`src/core/uemls_map.svh`:
```
// Register map, field positions, reset values and timing figures of the error/LED block.
`ifndef UEMLS_MAP_SVH
`define UEMLS_MAP_SVH

// Register byte offsets on the APB slave.
`define UEMLS_OFF_LAST_FAULT 8'h00
`define UEMLS_OFF_FAULT_POP  8'h04
`define UEMLS_OFF_IRQ_STS    8'h08
`define UEMLS_OFF_IRQ_MASK   8'h0C
`define UEMLS_OFF_LED_STATE  8'h10

// Error codes held in the error memory.
`define UEMLS_CODE_NONE      2'h0
`define UEMLS_CODE_OVTRIG    2'h1
`define UEMLS_CODE_USERSET   2'h2
`define UEMLS_CODE_PARAM     2'h3

// Error memory depth: one slot per error type.
`define UEMLS_DEPTH          3

// Interrupt status bit positions.
`define UEMLS_IRQ_OVTRIG     0
`define UEMLS_IRQ_USERSET    1
`define UEMLS_IRQ_PARAM      2
`define UEMLS_IRQ_INTERR     3
`define UEMLS_IRQ_W          4

// Field positions of the LED state register.
`define UEMLS_LED_MODE_LSB   0
`define UEMLS_LED_CNT_LSB    4

// Reset value of all state, and the write value that pops the error memory.
`define UEMLS_ST_RST         '0
`define UEMLS_POP_CMD        32'h0000_0001

// Flash half period, in milliseconds, and its cycle count at 125 MHz.
`define UEMLS_CLK_KHZ        125000
`define UEMLS_FLASH_MS       250
`define UEMLS_FLASH_CYC      (`UEMLS_FLASH_MS * `UEMLS_CLK_KHZ)

`endif

```
`src/core/uemls_pkg.sv`:
```
// Types shared by the error memory and LED status modules.
`default_nettype none
`include "uemls_map.svh"

package uemls_pkg;

   // LED display modes, lowest encoding first.
   typedef enum logic [2:0] {
      UEMLS_LED_BOOT,
      UEMLS_LED_OK,
      UEMLS_LED_WAIT,
      UEMLS_LED_USER,
      UEMLS_LED_INTERNAL
   } uemls_led_mode_t;

   // State of the flash divider.
   typedef struct packed {
      logic [31:0] cnt;   // Cycles since the last pulse.
      logic        en;    // One-cycle enable pulse.
   } uemls_tick_st_t;

   // State of the error memory.
   typedef struct packed {
      logic [`UEMLS_DEPTH-1:0][1:0] ent;  // Stored codes, oldest at index 0.
      logic [1:0]                   cnt;  // Number of stored codes.
   } uemls_estack_st_t;

   // State of the top level.
   typedef struct packed {
      logic [31:0]           prdata;    // Read data prepared in the setup cycle.
      logic [`UEMLS_IRQ_W-1:0] sts;     // Sticky interrupt status.
      logic [`UEMLS_IRQ_W-1:0] mask;    // Interrupt enables.
      logic                  irq;       // Registered interrupt level.
      logic                  red;       // Red LED element.
      logic                  green;     // Green LED element.
      logic                  phase;     // Flash phase.
      uemls_led_mode_t       mode;      // Current LED mode.
      logic                  int_prev;  // Internal error, one cycle late.
   } uemls_top_st_t;

endpackage : uemls_pkg
`default_nettype wire

```
`src/core/uemls_tick.sv`:
```
// Free-running divider that gives a one-cycle enable every PERIOD cycles.
`timescale 1ns/1ps
`default_nettype none
`include "uemls_map.svh"

module uemls_tick #(
   parameter int unsigned PERIOD = 2
) (
   input  wire logic pclk,
   input  wire logic presetn,
   output logic      en
);

   uemls_pkg::uemls_tick_st_t s_q;  // Registered state.
   uemls_pkg::uemls_tick_st_t s_d;  // Next state.

   // Count up and wrap; the pulse comes from a flop so it is glitch free.
   always_comb begin
      s_d    = s_q;
      s_d.en = 1'b0;
      if (s_q.cnt >= 32'(PERIOD - 1)) begin
         s_d.cnt = 32'h0000_0000;
         s_d.en  = 1'b1;
      end else begin
         s_d.cnt = s_q.cnt + 32'h0000_0001;
      end
   end

   // State register.
   always_ff @(posedge pclk or negedge presetn) begin
      if (!presetn) begin
         s_q <= `UEMLS_ST_RST;
      end else begin
         s_q <= s_d;
      end
   end

   assign en = s_q.en;

endmodule : uemls_tick
`default_nettype wire

```
`src/core/uemls_estack.sv`:
```
// Error memory: a stack holding each error code at most once.
`timescale 1ns/1ps
`default_nettype none
`include "uemls_map.svh"

module uemls_estack (
   input  wire logic                   pclk,
   input  wire logic                   presetn,
   input  wire logic [`UEMLS_DEPTH-1:0] push,
   input  wire logic                   pop,
   output logic      [1:0]             top_code,
   output logic      [1:0]             count
);

   uemls_pkg::uemls_estack_st_t s_q;  // Registered state.
   uemls_pkg::uemls_estack_st_t s_d;  // Next state.

   // Pop first, then push each detected code not yet held, so a detection
   // in the pop cycle is never lost, even of the code being popped.
   always_comb begin
      logic hit;
      hit = 1'b0;
      s_d = s_q;
      if (pop && s_q.cnt != 2'h0) begin
         s_d.cnt = s_q.cnt - 2'h1;
      end
      for (int i = 0; i < `UEMLS_DEPTH; i++) begin
         hit = 1'b0;
         for (int j = 0; j < `UEMLS_DEPTH; j++) begin
            if (2'(j) < s_d.cnt && s_d.ent[j] == 2'(i + 1)) begin
               hit = 1'b1;
            end
         end
         // One slot per type, so the stack can never overflow.
         if (push[i] && !hit) begin
            s_d.ent[s_d.cnt] = 2'(i + 1);
            s_d.cnt          = s_d.cnt + 2'h1;
         end
      end
   end

   // State register.
   always_ff @(posedge pclk or negedge presetn) begin
      if (!presetn) begin
         s_q <= `UEMLS_ST_RST;
      end else begin
         s_q <= s_d;
      end
   end

   // Newest code, or no-error while empty.
   assign top_code = (s_q.cnt == 2'h0) ? `UEMLS_CODE_NONE
                                       : s_q.ent[s_q.cnt - 2'h1];
   assign count    = s_q.cnt;

endmodule : uemls_estack
`default_nettype wire

```
`src/core/uemls_top.sv`:
```
// User error memory with APB registers, interrupt and two-colour status LED.
`timescale 1ns/1ps
`default_nettype none
`include "uemls_map.svh"

module uemls_top #(
   parameter int unsigned FLASH_CYC = `UEMLS_FLASH_CYC
) (
   input  wire logic        pclk,
   input  wire logic        presetn,
   input  wire logic        psel,
   input  wire logic        penable,
   input  wire logic        pwrite,
   input  wire logic [7:0]  paddr,
   input  wire logic [31:0] pwdata,
   output logic      [31:0] prdata,
   output logic             pready,
   output logic             pslverr,
   input  wire logic        acq_trig,
   input  wire logic        acq_wait,
   input  wire logic        frame_trig,
   input  wire logic        frame_wait,
   input  wire logic        userset_fail,
   input  wire logic        param_invalid,
   input  wire logic        boot_done,
   input  wire logic        internal_err,
   input  wire logic        trig_expected,
   input  wire logic        trig_present,
   output logic             led_red,
   output logic             led_green,
   output logic             irq
);

   // All state of the top level lives in one packed struct.
   // One combinational process works out the next copy of it.
   // One clocked process registers that copy on every edge.
   // This keeps prdata, irq and the LED outputs on flops and gives one reset point.
   // The price is that each of those is one cycle behind its cause; pslverr is combinational.
   // For a lamp and a polled register bank that delay is harmless.
   // The error memory and the divider keep their own state.
   // Only their outputs are seen here.
   uemls_pkg::uemls_top_st_t s_q;  // Registered state.
   uemls_pkg::uemls_top_st_t s_d;  // Next state.

   logic                      flash_en;   // Flash phase toggle enable.
   logic [`UEMLS_DEPTH-1:0]   push;       // Detected codes, one bit per type.
   logic                      pop;        // Pop command from software.
   logic [1:0]                top_code;   // Newest stored code.
   logic [1:0]                count;      // Codes held.
   logic                      setup;      // APB setup cycle.
   logic                      access;     // APB access cycle.
   logic                      mapped;     // Address hits a register.
   logic                      wr;         // Write takes effect now.
   logic [`UEMLS_IRQ_W-1:0]   ev;         // Interrupt events this cycle.
   logic                      ovtrig;     // Overtrigger detected.

   // The divider gives one enable pulse per flash half period.
   // It runs freely, so every flashing mode shares one phase.
   // A mode change therefore does not restart the flash cycle.
   // That keeps the logic small at the cost of a short first flash.
   // Divider for the flash rate; the count is long, so it is a parameter.
   uemls_tick #(
      .PERIOD (FLASH_CYC)
   ) u_tick (
      .pclk    (pclk),
      .presetn (presetn),
      .en      (flash_en)
   );

   // The memory stores each error type at most once.
   // Its depth equals the number of types, so it never overflows.
   // It reports the newest code and the number of codes held.
   // Pushes and the pop arrive in the same cycle without conflict.
   // The error memory itself.
   uemls_estack u_estack (
      .pclk     (pclk),
      .presetn  (presetn),
      .push     (push),
      .pop      (pop),
      .top_code (top_code),
      .count    (count)
   );

   // Both trigger kinds share the same error code.
   // The wait levels come from the acquisition control logic.
   // A trigger that finds its wait level high is a normal trigger.
   // Only triggers that arrive too early are recorded here.
   // A trigger is an overtrigger when the matching wait state is absent.
   assign ovtrig = (acq_trig && !acq_wait)
                || (frame_trig && !frame_wait);

   // The push vector has one bit per error type.
   // Code zero means no error and so has no bit of its own.
   // A pulse held for several cycles is harmless, since repeats merge.
   // Bit i of push stands for code i+1.
   assign push[`UEMLS_CODE_OVTRIG - 2'h1]  = ovtrig;
   assign push[`UEMLS_CODE_USERSET - 2'h1] = userset_fail;
   assign push[`UEMLS_CODE_PARAM - 2'h1]   = param_invalid;

   // The setup cycle prepares read data; the access cycle commits writes.
   // The decode only says whether an address hits a register.
   // Each register is one aligned word at its own byte offset.
   // Byte lanes are not used, so a write always covers the word.
   // Partial addresses inside a word are treated as unmapped.
   // APB phase and address decode.
   assign setup  = psel && !penable;
   assign access = psel && penable;
   always_comb begin
      case (paddr)
         `UEMLS_OFF_LAST_FAULT,
         `UEMLS_OFF_FAULT_POP,
         `UEMLS_OFF_IRQ_STS,
         `UEMLS_OFF_IRQ_MASK,
         `UEMLS_OFF_LED_STATE: begin
            mapped = 1'b1;
         end
         default: begin
            mapped = 1'b0;
         end
      endcase
   end

   // Every register answers at once, so no wait logic is needed.
   // Software may issue transfers back to back.
   // An error response leaves every register untouched.
   // Zero wait states: every access ends in its first access cycle.
   assign pready  = 1'b1;
   // Unmapped addresses answer with an error and have no effect.
   assign pslverr = access && !mapped;
   assign wr      = access && pwrite && mapped;

   // The pop register holds no state; a write is a command.
   // Requiring the exact value guards against a stray write.
   // A pop on an empty memory has no effect there.
   // Only a write of exactly one pops; any other value is ignored.
   assign pop = wr && paddr == `UEMLS_OFF_FAULT_POP
                   && pwdata == `UEMLS_POP_CMD;

   // Every detection raises its status bit, even a repeated one.
   // The internal error is a level, so only its onset is an event.
   // Otherwise software could never clear that bit while it lasts.
   // A second onset needs the level to fall and rise again.
   // Interrupt events: each detection, and the onset of an internal error.
   always_comb begin
      ev                          = '0;
      ev[`UEMLS_IRQ_OVTRIG]       = ovtrig;
      ev[`UEMLS_IRQ_USERSET]      = userset_fail;
      ev[`UEMLS_IRQ_PARAM]        = param_invalid;
      ev[`UEMLS_IRQ_INTERR]       = internal_err && !s_q.int_prev;
   end

   // The process starts from a copy of the present state.
   // Each part below changes only the fields that it owns.
   // Fields that nothing touches in a cycle simply hold.
   // The LED decode reads the mode chosen in this same pass.
   // Mode and colours therefore change on the same edge.
   // Next-state logic: registers, read data, interrupt and LED.
   always_comb begin
      s_d          = s_q;
      s_d.int_prev = internal_err;

      // Read data is prepared in the setup cycle so it comes from a flop;
      // the price is that a code stored during the setup cycle itself is
      // seen only by the next read.
      if (setup) begin
         s_d.prdata = 32'h0000_0000;
         case (paddr)
            `UEMLS_OFF_LAST_FAULT: begin
               s_d.prdata[1:0] = top_code;
            end
            `UEMLS_OFF_IRQ_STS: begin
               s_d.prdata[`UEMLS_IRQ_W-1:0] = s_q.sts;
            end
            `UEMLS_OFF_IRQ_MASK: begin
               s_d.prdata[`UEMLS_IRQ_W-1:0] = s_q.mask;
            end
            `UEMLS_OFF_LED_STATE: begin
               s_d.prdata[`UEMLS_LED_MODE_LSB +: 3] = s_q.mode;
               s_d.prdata[`UEMLS_LED_CNT_LSB +: 2]  = count;
            end
            default: begin
               // Pop register and unmapped addresses read as zero.
               s_d.prdata = 32'h0000_0000;
            end
         endcase
      end

      // Bits that software writes as zero keep their value.
      // The clear and a new event may land in the same cycle.
      // Letting the event win means no event can be lost.
      // Sticky status: write one to clear, and a new event wins the clear.
      s_d.sts = s_q.sts;
      if (wr && paddr == `UEMLS_OFF_IRQ_STS) begin
         s_d.sts = s_q.sts & ~pwdata[`UEMLS_IRQ_W-1:0];
      end
      s_d.sts = s_d.sts | ev;

      // Mask register.
      if (wr && paddr == `UEMLS_OFF_IRQ_MASK) begin
         s_d.mask = pwdata[`UEMLS_IRQ_W-1:0];
      end

      // Level interrupt while any unmasked status bit is set.
      s_d.irq = |(s_d.sts & s_d.mask);

      // Flash phase toggles at the divider rate in every flashing mode.
      if (flash_en) begin
         s_d.phase = !s_q.phase;
      end

      // The conditions are tested in order of priority.
      // An internal error hides any user error still held.
      // User errors hide a missing trigger.
      // A healthy device with nothing pending shows solid green.
      // The count is registered, so the lamp follows a new code
      // one cycle after the code is stored.
      // Mode selection; boot overrides everything until it completes.
      if (!boot_done) begin
         s_d.mode = uemls_pkg::UEMLS_LED_BOOT;
      end else if (internal_err) begin
         s_d.mode = uemls_pkg::UEMLS_LED_INTERNAL;
      end else if (count != 2'h0) begin
         s_d.mode = uemls_pkg::UEMLS_LED_USER;
      end else if (trig_expected && !trig_present) begin
         s_d.mode = uemls_pkg::UEMLS_LED_WAIT;
      end else begin
         s_d.mode = uemls_pkg::UEMLS_LED_OK;
      end

      // LED drive follows the mode chosen in this cycle.
      case (s_d.mode)
         uemls_pkg::UEMLS_LED_BOOT: begin
            s_d.red   = 1'b1;
            s_d.green = 1'b1;
         end
         uemls_pkg::UEMLS_LED_INTERNAL: begin
            s_d.red   = s_d.phase;
            s_d.green = 1'b0;
         end
         uemls_pkg::UEMLS_LED_USER: begin
            s_d.red   = s_d.phase;
            s_d.green = !s_d.phase;
         end
         uemls_pkg::UEMLS_LED_WAIT: begin
            s_d.red   = 1'b0;
            s_d.green = s_d.phase;
         end
         uemls_pkg::UEMLS_LED_OK: begin
            s_d.red   = 1'b0;
            s_d.green = 1'b1;
         end
         default: begin
            // Unused encodings show boot colours rather than going dark.
            s_d.red   = 1'b1;
            s_d.green = 1'b1;
         end
      endcase
   end

   // The reset branch loads constants only.
   // The first edge after reset shows the boot colours.
   // State register; everything clears, so the LED is dark during reset.
   always_ff @(posedge pclk or negedge presetn) begin
      if (!presetn) begin
         s_q <= `UEMLS_ST_RST;
      end else begin
         s_q <= s_d;
      end
   end

   // Outputs straight from flops.
   assign prdata    = s_q.prdata;
   assign led_red   = s_q.red;
   assign led_green = s_q.green;
   assign irq       = s_q.irq;

endmodule : uemls_top
`default_nettype wire

```
`config.mk`:
```
export PLATFORM = sky130hd
export DESIGN_NAME = uemls_top
export DESIGN_NICKNAME = d
export VERILOG_FILES = /design/src/core/uemls_pkg.sv /design/src/core/uemls_tick.sv /design/src/core/uemls_estack.sv /design/src/core/uemls_top.sv
export VERILOG_INCLUDE_DIRS = /design/src /design/src/core
export SDC_FILE = /design/constraint.sdc
export NUM_CORES = 1
export LEC_CHECK = 0
export BUFFER_PORTS_ARGS = -buffer_cell sky130_fd_sc_hd__buf_2
export CORE_AREA = 4 4 88 90
export DETAILED_ROUTE_END_ITERATION = 8
export DIE_AREA = 0 0 92 94
export HOLD_SLACK_MARGIN = 0.08
export PLACE_DENSITY_LB_ADDON = 0.05
export SLEW_MARGIN = 10
export SYNTH_ARGS = -nofsm -noshare
export SYNTH_HDL_FRONTEND = slang
export SYNTH_SLANG_ARGS = --single-unit
```
`constraint.sdc`:
```
create_clock -name pclk -period 6.7 [get_ports pclk]
set_clock_uncertainty 0.1 [all_clocks]
set_input_delay 0.67 -clock pclk [delete_from_list [all_inputs] [get_ports pclk]]
set_output_delay 0.67 -clock pclk [all_outputs]
set_load 0.05 [all_outputs]
```
## Yosys cells after proc, flatten, opt, wreduce, memory -nomap -nowiden

Index checks and enable logic that the tools add are counted.

- Bits in registers: 63

- $add $sub $neg: 5
- Magnitude comparators: 17
- Eq/ne operators: 18
- Mux-type cells: 37
- Bitwise operators: 11
- Reduce and logical (&&, ||, !) cells: 46

Operator list:

| operator | number |
|---|---|
| $add 32x1->32 const B | 1 |
| $eq 32x1->1 const B | 1 |
| $ge 32x25->1 const B | 1 |
| $mux 32 | 1 |
| $logic_and 1x1->1 | 29 |
| $mux 8 | 3 |
| $mux 2 | 9 |
| $eq 8x4->1 const B | 2 |
| $pmux 2 s4 | 2 |
| $demux 2 s2 | 3 |
| $eq 2x2->1 const B | 6 |
| $lt 1x2->1 const A | 6 |
| $lt 2x3->1 const B | 4 |
| $mux 1 | 12 |
| $logic_not 1->1 | 11 |
| $and 4x4->4 | 2 |
| $eq 8x3->1 const B | 1 |
| $eq 8x5->1 const B | 1 |
| $logic_not 8->1 | 1 |
| $mux 4 | 2 |
| $add 2x1->2 const B | 3 |
| $and 3x3->3 | 2 |
| $eq 2x1->1 const B | 3 |
| $eq 3x2->1 const B | 2 |
| 19 further kinds | 26 |

## Logic depth before layout (Yosys ltp)

- Depth in word-level cells: 32
- Gate-level depth with buffers: 27
- Gate-level depth less buffers: 26

## Cells and area by module

From an unflattened synthesis, not the netlist that was laid out.

- Cells, all modules: 410
- Area total of the unflattened synthesis: 3981.3 um^2

By module, submodules not included:

| module | times used | cells an instance | area each (um^2) | sequential area each (um^2) |
|---|---|---|---|---|
| uemls_tick | 1 | 157 | 1644.1 | 825.8 |
| uemls_top | 1 | 159 | 1473.9 | 550.5 |
| uemls_estack | 1 | 94 | 863.3 | 200.2 |

## Least setup slack after synthesis

OpenSTA, ideal clock, no wires.

- Path type: in2reg
- Start: input pwdata[3]
- End: register u_estack.s_q (netlist bit u_estack.count[1])
- Arrival time: 5638 ps
- Slack: 841 ps
- Cell stages on the path: 24
- Cell sequence: nor4b_1 nand4_1 or4_1 and2_2 ha_1 or3b_2 o221ai_1 inv_1 o211a_1 buf_6 xnor2_1 inv_1 ha_1 a2111oi_4 nor3_4 xnor2_1 inv_1 ha_1 a31oi_1 a31oi_1 o21ai_0 and3_1 o21ai_0 a22o_1

RTL lines:

| item | RTL line | RTL |
|---|---|---|
| start, declared | uemls_top.sv:15 | `input wire logic [31:0] pwdata,` |
| end signal, assigned | uemls_estack.sv:45 | `` s_q <= `UEMLS_ST_RST; `` |
| end, declared | uemls_estack.sv:15 | `uemls_pkg::uemls_estack_st_t s_q;` |

==> results.py <==
metrics = {
    "timing": {
        "min_period_ns": 6.36,
        "setup_viol": 0,
        "drv_slew": 0,
        "worst_slew_pin_slew_ns": 0.781,
        "setup_ws_ns": 0.340,
        "min_period_over_period_pct": 94.9,
        "maxSlewHeadroom_pct": 47.9,
        "clock.fmax_mhz": 157,
        "hold_violations": 0,
    },
    "floorplanning": {
        "coreArea_um2": 7060,
        "initial_core_util_pct": 52.0,
        "die_area_um2": 8650,
        "rows": 31,
        "ios": 92,
        "die_h_um": 94,
        "die_w_um": 92,
    },
    "min_path": {
        "hp-class": "reg2reg",
    },
    "global_route": {
        "grt_pass1_wl_um": 12900,
        "grt_pass1_vias": 2722,
        "antenna_found_initial": 0,
        "grt_max_degree": 64,
        "grt-ovfl-total": 0,
        "track_usage_pct": 18.7,
    },
    "power": {
        "vdd.ir_drop.worst_mv": 0.345,
        "p_per_area_nw_per_um2": 340,
        "power.leakage_nw": 1.95,
    },
    "placement": {
        "dpl_cell_area_um2": 3980,
        "place_ws_ns": 0.146,
        "portBuffers": 64,
        "dp_hpwl_um": 5760,
        "place_congestion": 0.927,
    },
    "worst_setup_path": {
        "setup.worst_path.end": "u_estack.s_q[6]",
        "crit_type": "reg2reg",
        "reg2reg_to": "u_estack.s_q[6]",
        "critPathMostFrequentCell": "ha_1",
        "worstPathArrival_ns": 6.47,
        "critPathMaxStageDelay_ns": 0.58,
        "worstPathMaxFanout": 9,
        "end_kind": "flop",
        "critical_path.startpoint_type": "flop",
        "r2r_start": "u_estack.count[0]",
        "crit_path_start": "u_estack.count[0]",
        "ff2ff_setup_slack_ns": 0.34,
        "worstPathRequired_ns": 6.81,
        "crit_slowest_cell": "or4_1",
        "r2r_cells": 25,
    },
    "synthesis": {
        "synth_compound_area_share_pct": 10.7,
        "ys_top_cells_by_area": "dfrtp_1 (43%), buf_4 (6.7%), ha_1 (4.8%), nor2_1 (4.7%), nand2_1 (4.5%)",
        "synth_area_um2": 3670,
        "synth_top_area_share_pct": 42.9,
        "synth_cell_types": 54,
        "synth_top_family_by_area": "simple AND/OR/NAND/NOR gates",
        "synth.most_common_cell": "dfrtp_1",
        "ys.flop_type": "dfrtp_1",
        "synth_async_sr_flop_share_pct": 100,
        "ys_warn_count": 0,
        "synth_xor_area_share_pct": 6.44,
        "ys_seq_area_share_pct": 42.9,
        "ys_ff_latch": 63,
        "synth_area_leader_cell": "dfrtp_1",
        "synthMuxAreaShare_pct": 3.51,
        "synthTopCellsByCount": "dfrtp_1 (63), nor2_1 (46), nand2_1 (44), buf_4 (33), inv_1 (21)",
        "avgSynthCellArea_um2": 9.39,
        "synthAdderAreaFrac_pct": 4.77,
        "synthSimpleGateAreaFrac_pct": 21.6,
        "syn_inst": 391,
        "synth_edf_count": 0,
    },
    "clock_network": {
        "cts_tree": "yes",
        "tritoncts.num_buffers": 9,
        "cts-htree-levels": 3,
        "cts.sinks": 63,
        "path_clk_slew_ns": 0.07,
        "clock-root-buffer": "clkbuf_8",
        "clkLatencyLatePin_ns": 0.34,
        "cts_buffer_depth": 2,
    },
    "layout": {
        "final_area_um2": 4240,
        "area_delta_synth_final_pct": 15.4,
        "fin_nets": 535,
        "drive_above_1_share_pct": 23.8,
        "diodes": 0,
        "final_util_pct": 60.0,
    },
    "detailed_routing": {
        "vias": 2853,
        "route.detailed.drc": 0,
        "wire_per_inst_um": 13.4,
        "post_drt_via_cell_ratio": 5.01,
        "ant_nets": 0,
        "wl_um": 7640,
        "dr.pass1.iters": 4,
        "drtIter0Drc": 172,
    },
    "outcome": {
        "outcome": "finished, final reports clean",
    },
    "flow_run": {
        "max-cap-violations": 0,
    },
}
-- layout make-up --
type	count	area, µm²
multi-input cells	301	1890
clock buffers	10	138
repair buffers	70	365
inverters	21	78.8
clock inverters	6	67.6
fillers	649	2820
well taps	99	124
flip-flops and latches	63	1580
-- power by group --
group / internal, W / switching [W] / total, W
Sequential: 0.000417 / 0.0000411 / 0.000458
Clock: 0.000183 / 0.000154 / 0.000337
Combinational: 0.000259 / 0.000386 / 0.000645
-- timing repair --
| action | in CTS | in global routing |
|---|---|---|
| setup endpoints to repair | 0 | 8 |
| gates resized for setup | 0 | 7 |
| buffers inserted | 0 | 3 |
| hold buffers | 0 | 0 |
-- worst max-delay path: cells and delay by family, from the launching register on --
| kind | cells | cell delay [ns] |
|---|---|---|
| XOR/XNOR | 1 | 0.17 |
| buffers and inverters | 4 | 0.51 |
| flip-flops | 1 | 0.43 |
| AO/OA/AOI/OAI | 8 | 1.36 |
| AND/OR/NAND/NOR | 7 | 2.34 |
| adder cells (fa/ha/maj) | 4 | 0.97 |
| multiplexers | 1 | 0.34 |
-- logic make-up (layout without fill, tap and decap cells) --
kind of cell	after synthesis	in the layout
fa+ha+maj	14	14
xor+xnor	27	27
compound gates	58	58
buf+inv	59	107
flops	63	63
other cells	2	34
mux	12	12
simple gates	156	156
-- flip-flops by register name, summed over array words and instances, names as in the netlist --
register / flops
irq: 1
led_green: 1
led_red: 1
prdata: 6
s_q: 13
u_estack.count: 2
u_estack.s_q: 6
u_tick.en: 1
u_tick.s_q: 32
-- layer usage --
| metal | part of all wire [%] | GRT usage, % | vias to the layer above |
|---|---|---|---|
| met5 | 0 | 0 | - |
| met4 | 1.4 | 5.94 | 0 |
| met3 | 4.8 | 4.41 | 11 |
| met2 | 47 | 29.4 | 73 |
| met1 | 47 | 25.6 | 1339 |
| li1 | - | - | 1430 |
-- stage by stage --
stage               total power (W)  TNS [ns]  hold slack [ns]  std cells
global placement            0.00104         0            0.357        551
floorplan                  0.000925         0            0.274        423
global route                0.00155   -0.0269            0.381        570
CTS                         0.00140         0            0.369        567
detailed placement          0.00105         0            0.356        551
finish                      0.00144         0            0.361        570
-- worst min-delay path by stage --
stage                 start         to  slack [ns]  cells after the start
6_report             s_q[0]    s_q[15]        0.36                      1
5_1_grt        internal_err     s_q[0]        0.38                      1
4_1_cts              s_q[0]    s_q[15]        0.37                      1
3_5_place_dp         s_q[0]    s_q[15]        0.36                      1
3_3_place_gp      prdata[1]  prdata[1]        0.36                      2
2_1_floorplan       presetn        irq        0.27                      0
-- placed cells by master (no fill, tap or decap), types with 4 or more instances in the layout --
cell type and instances:
xor2_1 14, conb_1 34, a31oi_1 4, nor2b_1 6
nor4_1 8, ha_1 14, and3_1 4, nand2_1 44
nand4_1 6, clkbuf_8 10, o21ai_0 12, buf_4 6
nor3_1 6, or4_1 4, nand3_1 12, buf_2 64
mux2_2 4, mux2i_1 6, a21oi_1 15, inv_1 21
dfrtp_1 62, xnor2_1 12, nor2_1 46
(Power assumes the default switching activity.)
